[src/pkg/tlpc_pkg.sv]
// package for the media pulse codec: timing, states and carrier structs
package tlpc_pkg;
   // clock and unit interval
   localparam int CLK_NS = 25;
   localparam int UI_NS = 400;
   localparam int HYB_PULSE_NS = 100;
   localparam int BP_PULSE_NS = 200;
   localparam int JITTER_NS = 100;
   localparam int UI_CYC = UI_NS / CLK_NS;
   localparam int HYB_CYC = HYB_PULSE_NS / CLK_NS;
   localparam int BP_CYC = BP_PULSE_NS / CLK_NS;
   localparam int JIT_CYC = JITTER_NS / CLK_NS;
   // framing counts
   localparam int ALERT_UI = 6;
   localparam int LEAD_MARK_UI = 2;
   localparam int CHAR_UI = 11;
   localparam logic [3:0] ALERT_UI_W = 4'h6;
   localparam logic [3:0] CHAR_UI_W = 4'hb;
   localparam logic [3:0] LEAD_MARK_W = 4'h2;
   localparam logic [4:0] UI_LAST = 5'h0f;
   localparam logic [4:0] HYB_END = 5'h04;
   localparam logic [4:0] HYB_B_END = 5'h08;
   localparam logic [4:0] BP_END = 5'h08;
   localparam logic [4:0] BP_CLK_HALF = 5'h08;
   // decision point eight clocks after a resync edge, so that the next pulse
   // may come as early as half a cell later and still land in its own cell
   localparam logic [4:0] RX_WIN = 5'h0b;

   typedef enum logic [1:0] {
      TLPC_IDLE  = 2'b00,
      TLPC_ALERT = 2'b01,
      TLPC_CHAR  = 2'b10
   } tlpc_state_t;

   typedef struct packed {
      logic [7:0] data;
      logic last;
   } tlpc_word_t;

   typedef struct packed {
      logic pulse_a_n;
      logic pulse_a_oe;
      logic pulse_b_n;
      logic transmit_enable_out_level;
   } tlpc_line_t;
endpackage

[src/logic/tlpc_codec.sv]
// media pulse encoder and decoder with framing and backplane clock
`timescale 1ns/10ps
`default_nettype none
module tlpc_codec
   import tlpc_pkg::*;
(
   input wire logic clk,
   input wire logic rst,
   input wire logic ce,
   input wire logic backplane_mode,
   input wire logic driver_style_select,
   input wire tlpc_word_t tx_word,
   input wire logic tx_valid,
   output logic tx_ready,
   output logic tx_busy,
   output logic line_pulse_a_n,
   output logic line_pulse_a_oe,
   output logic line_pulse_b_n,
   input wire logic line_pulse_b_in,
   output logic transmit_enable_out,
   input wire logic line_receive_in,
   output logic rx_bit,
   output logic rx_bit_valid
);
   tlpc_word_t bw;
   logic bvalid, bready;

   // -------------------------------------------------
   // input buffer
   // -------------------------------------------------
   tlpc_buf2 u_buf (
      .clk(clk),
      .rst(rst),
      .ce(ce),
      .in_word(tx_word),
      .in_valid(tx_valid),
      .in_ready(tx_ready),
      .out_word(bw),
      .out_valid(bvalid),
      .out_ready(bready)
   );

   function automatic logic hyb_pulse(input logic [4:0] ph, input logic lo,
                                      input logic [4:0] hi);
      hyb_pulse = (ph >= {4'h0, lo}) && (ph < hi);
   endfunction

   // -------------------------------------------------
   // strap capture after reset release
   // -------------------------------------------------
   logic strap_done_r, strap_done_nxt;
   logic transmit_enable_out_high_r, transmit_enable_out_high_nxt;
   always_comb begin
      strap_done_nxt = 1'b1;
      transmit_enable_out_high_nxt = transmit_enable_out_high_r;
      if (!strap_done_r) begin
         transmit_enable_out_high_nxt = !line_pulse_b_in;
      end
   end
   always_ff @(posedge clk or posedge rst) begin
      if (rst) begin
         strap_done_r <= 1'b0;
         transmit_enable_out_high_r <= 1'b0;
      end else if (ce) begin
         strap_done_r <= strap_done_nxt;
         transmit_enable_out_high_r <= transmit_enable_out_high_nxt;
      end
   end

   // -------------------------------------------------
   // transmit framing state machine
   // -------------------------------------------------
   tlpc_state_t st_r, st_nxt;
   logic [4:0] ph_r, ph_nxt;
   logic [3:0] ui_r, ui_nxt;
   tlpc_word_t cur_r, cur_nxt;
   logic bit_r, bit_nxt;
   logic pop;
   always_comb begin
      logic ui_end;
      ui_end = (ph_r == UI_LAST);
      st_nxt = st_r;
      ph_nxt = ui_end ? 5'h00 : ph_r + 5'h01;
      ui_nxt = ui_r;
      cur_nxt = cur_r;
      bit_nxt = bit_r;
      pop = 1'b0;
      unique case (st_r)
         TLPC_IDLE: begin
            ph_nxt = 5'h00;
            bit_nxt = 1'b0;
            if (bvalid && strap_done_r) begin
               st_nxt = TLPC_ALERT;
               ui_nxt = 4'h0;
               bit_nxt = 1'b1;
            end
         end
         TLPC_ALERT: begin
            if (ui_end) begin
               ui_nxt = ui_r + 4'h1;
               bit_nxt = 1'b1;
               if (ui_r == ALERT_UI_W - 4'h1) begin
                  st_nxt = TLPC_CHAR;
                  ui_nxt = 4'h0;
                  cur_nxt = bw;
                  pop = 1'b1;
               end
            end
         end
         TLPC_CHAR: begin
            if (ui_end) begin
               ui_nxt = ui_r + 4'h1;
               // two marks, one space, eight data lsb first
               if (ui_nxt < LEAD_MARK_W) begin
                  bit_nxt = 1'b1;
               end else if (ui_nxt == LEAD_MARK_W) begin
                  bit_nxt = 1'b0;
               end else if (ui_nxt < CHAR_UI_W) begin
                  bit_nxt = cur_r.data[3'(ui_nxt - 4'h3)];
               end
               if (ui_r == CHAR_UI_W - 4'h1) begin
                  ui_nxt = 4'h0;
                  bit_nxt = 1'b1;
                  if (cur_r.last || !bvalid) begin
                     st_nxt = TLPC_IDLE;
                     bit_nxt = 1'b0;
                  end else begin
                     cur_nxt = bw;
                     pop = 1'b1;
                  end
               end
            end
         end
         default: st_nxt = TLPC_IDLE;
      endcase
   end
   assign bready = pop;
   always_ff @(posedge clk or posedge rst) begin
      if (rst) begin
         st_r <= TLPC_IDLE;
         ph_r <= 5'h00;
         ui_r <= 4'h0;
         cur_r <= '0;
         bit_r <= 1'b0;
      end else if (ce) begin
         st_r <= st_nxt;
         ph_r <= ph_nxt;
         ui_r <= ui_nxt;
         cur_r <= cur_nxt;
         bit_r <= bit_nxt;
      end
   end

   // -------------------------------------------------
   // pulse shaping, registered line outputs
   // -------------------------------------------------
   tlpc_line_t line_r, line_nxt;
   always_comb begin
      logic act;
      logic one;
      act = (st_nxt != TLPC_IDLE);
      one = act && bit_nxt;
      line_nxt.pulse_a_oe = 1'b1;
      line_nxt.pulse_b_n = 1'b1;
      line_nxt.transmit_enable_out_level = act;
      if (!backplane_mode) begin
         // dipulse halves inside one interval
         line_nxt.pulse_a_n =
            !(one && hyb_pulse(ph_nxt, 1'b0, HYB_END));
         line_nxt.pulse_b_n = !(one && (ph_nxt >= HYB_END) &&
                                (ph_nxt < HYB_B_END));
      end else begin
         line_nxt.pulse_a_n = !(one && (ph_nxt < BP_END));
         // open drain drives only the low half
         line_nxt.pulse_a_oe = driver_style_select || !line_nxt.pulse_a_n;
         line_nxt.pulse_b_n = act ? (ph_nxt < BP_CLK_HALF) : 1'b1;
      end
   end
   always_ff @(posedge clk or posedge rst) begin
      if (rst) begin
         line_r <= '{pulse_a_n: 1'b1, pulse_a_oe: 1'b0,
                     pulse_b_n: 1'b1, transmit_enable_out_level: 1'b0};
      end else if (ce) begin
         line_r <= line_nxt;
      end
   end
   assign line_pulse_a_n = line_r.pulse_a_n;
   assign line_pulse_a_oe = line_r.pulse_a_oe;
   assign line_pulse_b_n = line_r.pulse_b_n;
   // enable polarity only follows the strap in backplane mode
   assign transmit_enable_out = (backplane_mode && transmit_enable_out_high_r) ?
      line_r.transmit_enable_out_level : !line_r.transmit_enable_out_level;
   assign tx_busy = (st_r != TLPC_IDLE);

   // -------------------------------------------------
   // receive decoder: pulse seen in window is a one
   // -------------------------------------------------
   logic [4:0] rph_r, rph_nxt;
   logic seen_r, seen_nxt, prev_r, prev_nxt;
   logic rbit_r, rbit_nxt, rval_r, rval_nxt;
   always_comb begin
      logic act_lvl;
      logic edge_in;
      act_lvl = backplane_mode ? !line_receive_in : line_receive_in;
      edge_in = act_lvl && !prev_r;
      prev_nxt = act_lvl;
      rph_nxt = (rph_r == UI_LAST) ? 5'h00 : rph_r + 5'h01;
      seen_nxt = seen_r;
      rbit_nxt = rbit_r;
      rval_nxt = 1'b0;
      // decide the old cell even when a new pulse arrives in the same clock
      if (rph_r == RX_WIN) begin
         rbit_nxt = seen_r;
         rval_nxt = 1'b1;
         seen_nxt = 1'b0;
      end
      if (edge_in) begin
         // resync cell so the pulse lands at jitter offset
         rph_nxt = 5'(JIT_CYC);
         seen_nxt = 1'b1;
      end
   end
   always_ff @(posedge clk or posedge rst) begin
      if (rst) begin
         rph_r <= 5'h00;
         seen_r <= 1'b0;
         prev_r <= 1'b0;
         rbit_r <= 1'b0;
         rval_r <= 1'b0;
      end else if (ce) begin
         rph_r <= rph_nxt;
         seen_r <= seen_nxt;
         prev_r <= prev_nxt;
         rbit_r <= rbit_nxt;
         rval_r <= rval_nxt;
      end
   end
   assign rx_bit = rbit_r;
   assign rx_bit_valid = rval_r;

   // -------------------------------------------------
   // checks
   // -------------------------------------------------
   hyb_nonoverlap_a: assert property (@(posedge clk) disable iff (rst)
      !(line_pulse_a_n == 1'b0 && line_pulse_b_n == 1'b0))
      else $error("pulse outputs overlap");
   hyb_width_a: assert property (@(posedge clk) disable iff (rst)
      (!backplane_mode && ce && $fell(line_pulse_a_n)) |->
      (!line_pulse_a_n) [*4] ##1 line_pulse_a_n)
      else $error("hybrid pulse width wrong");
   hyb_b_order_a: assert property (@(posedge clk) disable iff (rst)
      (!backplane_mode && ce && $fell(line_pulse_b_n)) |->
      $past(!line_pulse_a_n)) else $error("pulse b without pulse a");
   bp_width_a: assert property (@(posedge clk) disable iff (rst)
      (backplane_mode && ce && $fell(line_pulse_a_n)) |->
      (!line_pulse_a_n) [*8] ##1 line_pulse_a_n)
      else $error("backplane pulse width wrong");
   od_style_a: assert property (@(posedge clk) disable iff (rst)
      (backplane_mode && !driver_style_select && line_pulse_a_n &&
       $stable(driver_style_select) && $stable(backplane_mode))
      |-> !line_pulse_a_oe) else $error("open drain drives high");
   idle_quiet_a: assert property (@(posedge clk) disable iff (rst)
      (st_r == TLPC_IDLE && $past(st_r) == TLPC_IDLE) |->
      line_pulse_a_n && !line_r.transmit_enable_out_level) else $error("idle line active");
   alert_len_a: assert property (@(posedge clk) disable iff (rst)
      (ce && st_r == TLPC_ALERT && ph_r == UI_LAST) |->
      (ui_r < ALERT_UI_W)) else $error("alert too long");
   rx_sample_a: assert property (@(posedge clk) disable iff (rst)
      (ce && seen_r && rph_r == RX_WIN) |=> (rx_bit && rx_bit_valid))
      else $error("seen pulse not decoded");
   cell_phase_a: assert property (@(posedge clk) disable iff (rst)
      (ce && !line_pulse_a_n) |-> (ph_r < BP_END))
      else $error("pulse outside interval");
   cover_hyb_c: cover property (@(posedge clk) disable iff (rst)
      !backplane_mode && $fell(line_pulse_b_n));
   cover_bp_c: cover property (@(posedge clk) disable iff (rst)
      backplane_mode && $fell(line_pulse_a_n));
   cover_char_c: cover property (@(posedge clk) disable iff (rst)
      st_r == TLPC_CHAR && st_nxt == TLPC_IDLE);
   cover_rx_c: cover property (@(posedge clk) disable iff (rst)
      rx_bit_valid && rx_bit);
endmodule
`default_nettype wire

[src/logic/tlpc_buf2.sv]
// two-entry buffer between the byte source and the serialiser
`timescale 1ns/10ps
`default_nettype none
module tlpc_buf2
   import tlpc_pkg::*;
(
   input wire logic clk,
   input wire logic rst,
   input wire logic ce,
   input wire tlpc_word_t in_word,
   input wire logic in_valid,
   output logic in_ready,
   output tlpc_word_t out_word,
   output logic out_valid,
   input wire logic out_ready
);
   tlpc_word_t mem_r [2];
   tlpc_word_t mem_nxt [2];
   logic [1:0] cnt_r, cnt_nxt;
   logic rd_r, rd_nxt;
   logic wr_r, wr_nxt;

   assign in_ready = (cnt_r != 2'h2);
   assign out_valid = (cnt_r != 2'h0);
   assign out_word = mem_r[rd_r];

   // -------------------------------------------------
   // pointer and count update
   // -------------------------------------------------
   always_comb begin
      logic push;
      logic pop;
      push = in_valid && in_ready;
      pop = out_valid && out_ready;
      mem_nxt = mem_r;
      cnt_nxt = cnt_r;
      rd_nxt = rd_r;
      wr_nxt = wr_r;
      if (push) begin
         mem_nxt[wr_r] = in_word;
         wr_nxt = ~wr_r;
      end
      if (pop) begin
         rd_nxt = ~rd_r;
      end
      if (push && !pop) begin
         cnt_nxt = cnt_r + 2'h1;
      end else if (pop && !push) begin
         cnt_nxt = cnt_r - 2'h1;
      end
   end

   always_ff @(posedge clk or posedge rst) begin
      if (rst) begin
         mem_r[0] <= '0;
         mem_r[1] <= '0;
         cnt_r <= 2'h0;
         rd_r <= 1'b0;
         wr_r <= 1'b0;
      end else if (ce) begin
         mem_r <= mem_nxt;
         cnt_r <= cnt_nxt;
         rd_r <= rd_nxt;
         wr_r <= wr_nxt;
      end
   end

   overflow_guard_a: assert property (@(posedge clk) disable iff (rst)
      cnt_r <= 2'h2) else $error("buffer count above two");
endmodule
`default_nettype wire

[config.mk]
export PLATFORM = sky130hd
export DESIGN_NAME = tlpc_codec
export DESIGN_NICKNAME = d
export VERILOG_FILES = /design/src/pkg/tlpc_pkg.sv /design/src/logic/tlpc_codec.sv /design/src/logic/tlpc_buf2.sv
export SDC_FILE = /design/constraint.sdc
export NUM_CORES = 1
export LEC_CHECK = 0
export ABC_AREA = 1
export BUFFER_PORTS_ARGS = -buffer_cell sky130_fd_sc_hd__buf_2
export CORE_UTILIZATION = 25
export CTS_BUF_LIST = sky130_fd_sc_hd__clkbuf_2
export CTS_CLUSTER_DIAMETER = 40
export CTS_CLUSTER_SIZE = 10
export DETAILED_ROUTE_END_ITERATION = 16
export SYNTH_ARGS = -nofsm -noshare
export SYNTH_HDL_FRONTEND = slang
export SYNTH_SLANG_ARGS = --single-unit
[constraint.sdc]
create_clock -name clk -period 2.4 [get_ports clk]
set_clock_uncertainty 0.15 [all_clocks]
set_input_delay 0.36 -clock clk [delete_from_list [all_inputs] [get_ports clk]]
set_output_delay 0.36 -clock clk [all_outputs]
set_load 0.01 [all_outputs]
### Word level (Yosys, flattened, before mapping)

Cells that the tools add are included.

| operators by class | value |
|---|---|
| shifts and indexed selects | 0 |
| $lt $le $gt $ge | 10 |
| divide/modulo/power cells | 0 |
| mux-type cells | 56 |
| bitwise operators | 5 |
| add/subtract/negate cells | 6 |
| reductions and logical operators | 42 |
| equal/unequal tests | 15 |
| multipliers | 0 |

Operator list:

| operator | count |
|---|---|
| $mux W9 | 9 |
| $mux W1 | 22 |
| $mux W4 | 5 |
| $mux W5 | 4 |
| $bwmux W18 | 1 |
| $pmux W9 S2 | 1 |
| $mux W2 | 8 |
| $eq A5 B4 Y1 const B | 3 |
| $logic_and A1 B1 Y1 | 14 |
| $ne A2 B2 Y1 const B | 7 |
| $pmux W4 S3 | 1 |
| $reduce_and A2 Y1 | 6 |
| $reduce_bool A2 Y1 | 6 |
| $add A5 B1 Y5 const B | 2 |
| $logic_not A1 Y1 | 10 |
| $demux W9 S1 | 1 |
| $reduce_and A7 Y1 | 1 |
| $pmux W2 S3 | 1 |
| $ge A5 B1 Y1 const B | 1 |
| $ge A5 B3 Y1 const B | 1 |
| $lt A5 B3 Y1 const B | 1 |
| $lt A5 B4 Y1 const B | 1 |
| $reduce_and A5 Y1 | 1 |
| $add A4 B1 Y4 const B | 1 |
| other kinds (21) | 26 |

| storage, ports and cells | value |
|---|---|
| latch bits | 0 |
| input port bits | 17 |
| memories | 0 |
| output and inout bits | 8 |
| RAM bits | 0 |
| memory bits (read-only) | 0 |
| bits in registers | 58 |

### Depth between registers and ports, before layout

| logic depth | value |
|---|---|
| depth after elaboration | 15 |
| mapped depth | 17 |
| depth with buffers taken out | 17 |

### Modules after synthesis

A second synthesis with hierarchy kept.

| second synthesis, totals | value |
|---|---|
| cells, all modules | 408 |
| area, all modules | 3305.7 um2 |

By module, submodules not included:

| module | seq. area each (um2) | times used | area an instance (um2) | cells an instance |
|---|---|---|---|---|
| tlpc_codec | 903.4 | 1 | 2170.8 | 270 |
| tlpc_buf2 | 550.5 | 1 | 1134.8 | 138 |

### Least setup slack after synthesis

OpenSTA, ideal clock, no wires.

| timing path | value |
|---|---|
| kind | register to register |
| from | reg ui_r[0] |
| to | reg u_buf.cnt_r[1] |
| cell stages (with the launch flop) | 14 |
| data required time | 2.119 ns |
| buffers on the path | 1 |
| library setup time | 0.131 ns |
| slack | -0.020 ns |
| data arrival time | 2.139 ns |
| cell sequence | dfrtp_1 -> clkbuf_1 -> inv_1 -> ha_1 -> inv_1 -> nor3_4 -> inv_2 -> o21ai_2 -> nand2_1 -> ha_1 -> or2_2 -> a21oi_1 -> o21ai_0 -> xor2_1 |

| between the ends | value |
|---|---|
| longest elaborated chain between the ends | 9 |
| elaborated cells on any way between the ends | 14 |
| those cells by class | 2 x eq/ne; 6 x mux; 6 x reduce/logical |

Ends and longest elaborated chain:

| item | RTL line | RTL |
|---|---|---|
| from (decl) | tlpc_codec.sv:75 | `logic [3:0] ui_r, ui_nxt;` |
| from (signal assigned) | tlpc_codec.sv:148 | `ui_r <= ui_nxt;` |
| $eq A4 B4 Y1 / $eq A4 B3 Y1 (equally long branches) | tlpc_codec.sv:121, tlpc_codec.sv:102 |  |
| $mux W1, on equally long branches | tlpc_codec.sv:121, tlpc_codec.sv:102 |  |
| $mux W1, on equally long branches | tlpc_codec.sv:111, tlpc_codec.sv:99 |  |
| $pmux W1 S2 (*) | tlpc_codec.sv:88 | `unique case (st_r)` |
| $logic_and A1 B1 Y1 (*) | tlpc_buf2.sv:34 | `pop = out_valid && out_ready;` |
| $logic_not A1 Y1 | tlpc_buf2.sv:46 | `if (push && !pop) begin` |
| $logic_and A1 B1 Y1 | tlpc_buf2.sv:46 |  |
| $reduce_bool A2 Y1 (no line) | -- |  |
| $reduce_and A2 Y1 (no line) | -- |  |
| to (signal assigned) | tlpc_buf2.sv:62 | `cnt_r <= cnt_nxt;` |
| to (decl) | tlpc_buf2.sv:19 | `logic [1:0] cnt_r, cnt_nxt;` |

Mark *: on every way between the ends. The rest lies on a longest branch, timed or not.
A chain may end at the register's enable or synchronous reset.

### Final worst setup path

Ends and elaborated chain as after synthesis.

==> results.yml <==
cells_and_area:
  antenna_cells: 0
  fin_cells: 552
  layout-drive-gt1-share_pct: 18.6
  final_nets: 434
  final_design_area_no_fill_sq_um: 3600
  syn2layout_area_growth_pct: 20.5
clocking:
  insertion_delay_ns: 0.49
  cts-buffers-inserted: 9
  clock-sinks: 58
  cts-root-buf: "clkbuf_2"
  clock_tree.buffer_depth: 2
  cts_tree: "done"
  h-tree-depth: 3
  clk_pin_slew_ns: 0.18
logic_synthesis:
  synthFlopType: "dfrtp_1"
  synth_warnings: 0
  yosysMostFrequentCell: "nand2_1"
  synth_top_area_share_pct: 46.9
  synth_area_per_cell_sq_um: 8.42
  synthTopCellsByArea: "dfrtp_1, nand2_1, o21ai_0"
  synth_top_area_cell: "dfrtp_1"
  synth_edf_count: 0
  syn_area_sq_um: 2990
  async_flop_share_pct: 100
  synthTopCellsByCount: "nand2_1, dfrtp_1, o21ai_0"
  synth_cells: 355
  yosysUniqueCellTypes: 33
  ys_ff_latch: 58
  yosysSeqAreaShare_pct: 48.6
  synthesis.nets: 383
pwr:
  powerDensity_nw_per_um2: 968
  leakage_uw: 0.00176
  max-vdd-ir-drop_v: 0.000438
placed_design:
  numPlacedInstances: 524
  io_buffer_count: 24
  place_ws_ns: 0.0355
  place.gp.congestion: 0.871
  dp_hpwl_um: 4560
  placed_area_sq_um: 3330
die:
  die_w_um: 111
  die_area_sq_um: 12400
  die_y_um: 111
  io_pins: 25
  core_sq_um: 11500
  initial_core_util_pct: 26.0
  rows: 39
sta:
  max_slew.worst_pin.slew_ns: 0.619
  rsz0062_at_grt: "true"
  fin_crit_sh_pct: 97.2
  tns_ns: 0
  final_max_slew_viol_count: 0
  max_clock_freq_ghz: 0.429
  period_minus_slack_ns: 2.33
  setup_slack_ns: 0.0673
  maxSlewHeadroom_pct: 58.6
  setup_violations: 0
  hold_violations: 0
run_status:
  violations: "DRC"
  status: "finished, violations left"
drt:
  drc: 2
  ant_nets: 0
  routed_wl_um: 6450
  viasPerCell: 4.51
  drt-wirelength-per-cell_um: 11.7
  vias: 2487
  dr.first_iter.drc_count: 129
  first_pass_iters: 10
setup_path:
  required_ns: 2.65
  critPathLaunchType: "flop"
  worstPathMaxFanout: 3
  cp-end-kind: "flop"
  path_class: "reg -> reg"
  cp.arrival_ns: 2.58
grt:
  grt_pass1_wl_um: 11200
  overflow: 0
  track_usage_pct: 11.2
  antenna_found_initial: 0
  grt_start_max_net_pins: 26
  grt_pass1_vias: 2520
run:
  maxCapViolCount: 0
worst_hold_path:
  hold_class: "in -> reg"
==> cell families after synthesis <==
group	Yosys count	synth area share (%)
AO/OA/AOI/OAI	70	13.0
XOR/XNOR	8	2.34
adder cells (fa/ha/maj)	11	4.60
buffers and inverters	53	6.95
flip-flops	58	48.6
multiplexers	8	2.68
AND/OR/NAND/NOR	147	21.8
==> cell type report <==
class,count,area (sq um)
inverters,43,161
well taps,143,179
clock buffers,9,45.0
multi-input cells,244,1370
flip-flops and latches,58,1450
repair buffers,50,345
fillers,1220,7910
clock inverters,5,47.5
==> metal layers <==
metal	GRT usage [%]	wire, um	up-vias
met5	0	0	-
met4	5.59	138	0
met3	2.89	235	12
met2	18.2	3010	49
met1	13.9	3060	1166
li1	-	-	1260
==> state kept, by name, indices dropped and copies added, names as in the netlist, 2 cells and up <==
name / flops
u_buf.cnt_r: 2
ui_r: 4
ph_r: 5
u_buf.mem_r: 18
cur_r: 9
rph_r: 5
st_r: 2
==> final timing paths <==
path	from	endpoint	slack, ns	cells past startpoint
setup / recovery	ui_r[0]	u_buf.cnt_r[1]	0.07	12
hold / removal	backplane_mode	line_pulse_b_n	0.06	4
setup reg to reg	ui_r[0]	u_buf.cnt_r[1]	0.07	12
hold reg to reg	line_pulse_b_n	line_pulse_b_n	0.33	2
max in group asynchronous	rst	line_pulse_a_n	1.11	4
min in group asynchronous	rst	ph_r[1]	0.28	3
==> cell usage in the layout (no fill, tap or decap), drive strengths merged, types with 2 or more instances in the layout <==
master       Yosys  routed
mux2i            8       8
dfstp            2       2
o31ai            2       2
ha              11      11
a31oi            3       3
o22ai            3       3
o21ai           43      43
nand2           87      87
inv             43      43
nor2            21      21
dfrtp           56      56
o211ai           2       2
or2              3       3
nor3             4       4
dlygate4sd3      0      12
nand3           26      26
a21oi           15      15
clkinv           0       4
buf              2      38
nand4            3       3
clkbuf           8       9
xor2             7       7
==> metrics by stage <==
stage / power (uW) / utilization, % / hold WS (ns)
after floorplan: 2490 / - / 0.297
after global placement: 2810 / 28.9 / 0.292
after detailed placement: 2860 / 28.9 / 0.293
after CTS: 3460 / 30.8 / 0.0247
after global routing: 3800 / 31.3 / 0.0562
final: 3490 / 31.3 / 0.0637
==> timing repair <==
action,CTS,global route
gates resized for setup,0,11
endpoints found under the hold margin,43,0
endpoints found under the setup margin,0,3
buffers inserted,0,2
hold buffers,12,0
==> critical path, cell delays in order, from the launching register on <==
cell     delay [ns]
dfrtp_1        0.43
inv_2          0.07
ha_2           0.17
inv_1          0.07
nor3_4         0.19
inv_2          0.08
o21ai_4        0.14
nand2_2        0.08
ha_1           0.27
or2_4          0.26
a21oi_2        0.13
o21ai_2        0.07
xor2_1         0.15
==> power by group <==
part | internal [uW] | total (uW) | switching (uW)
clock network | 220 | 574 | 355
registers | 1330 | 1550 | 220
logic | 541 | 1360 | 820
total | 2090 | 3490 | 1390
(Power assumes the default switching activity.)
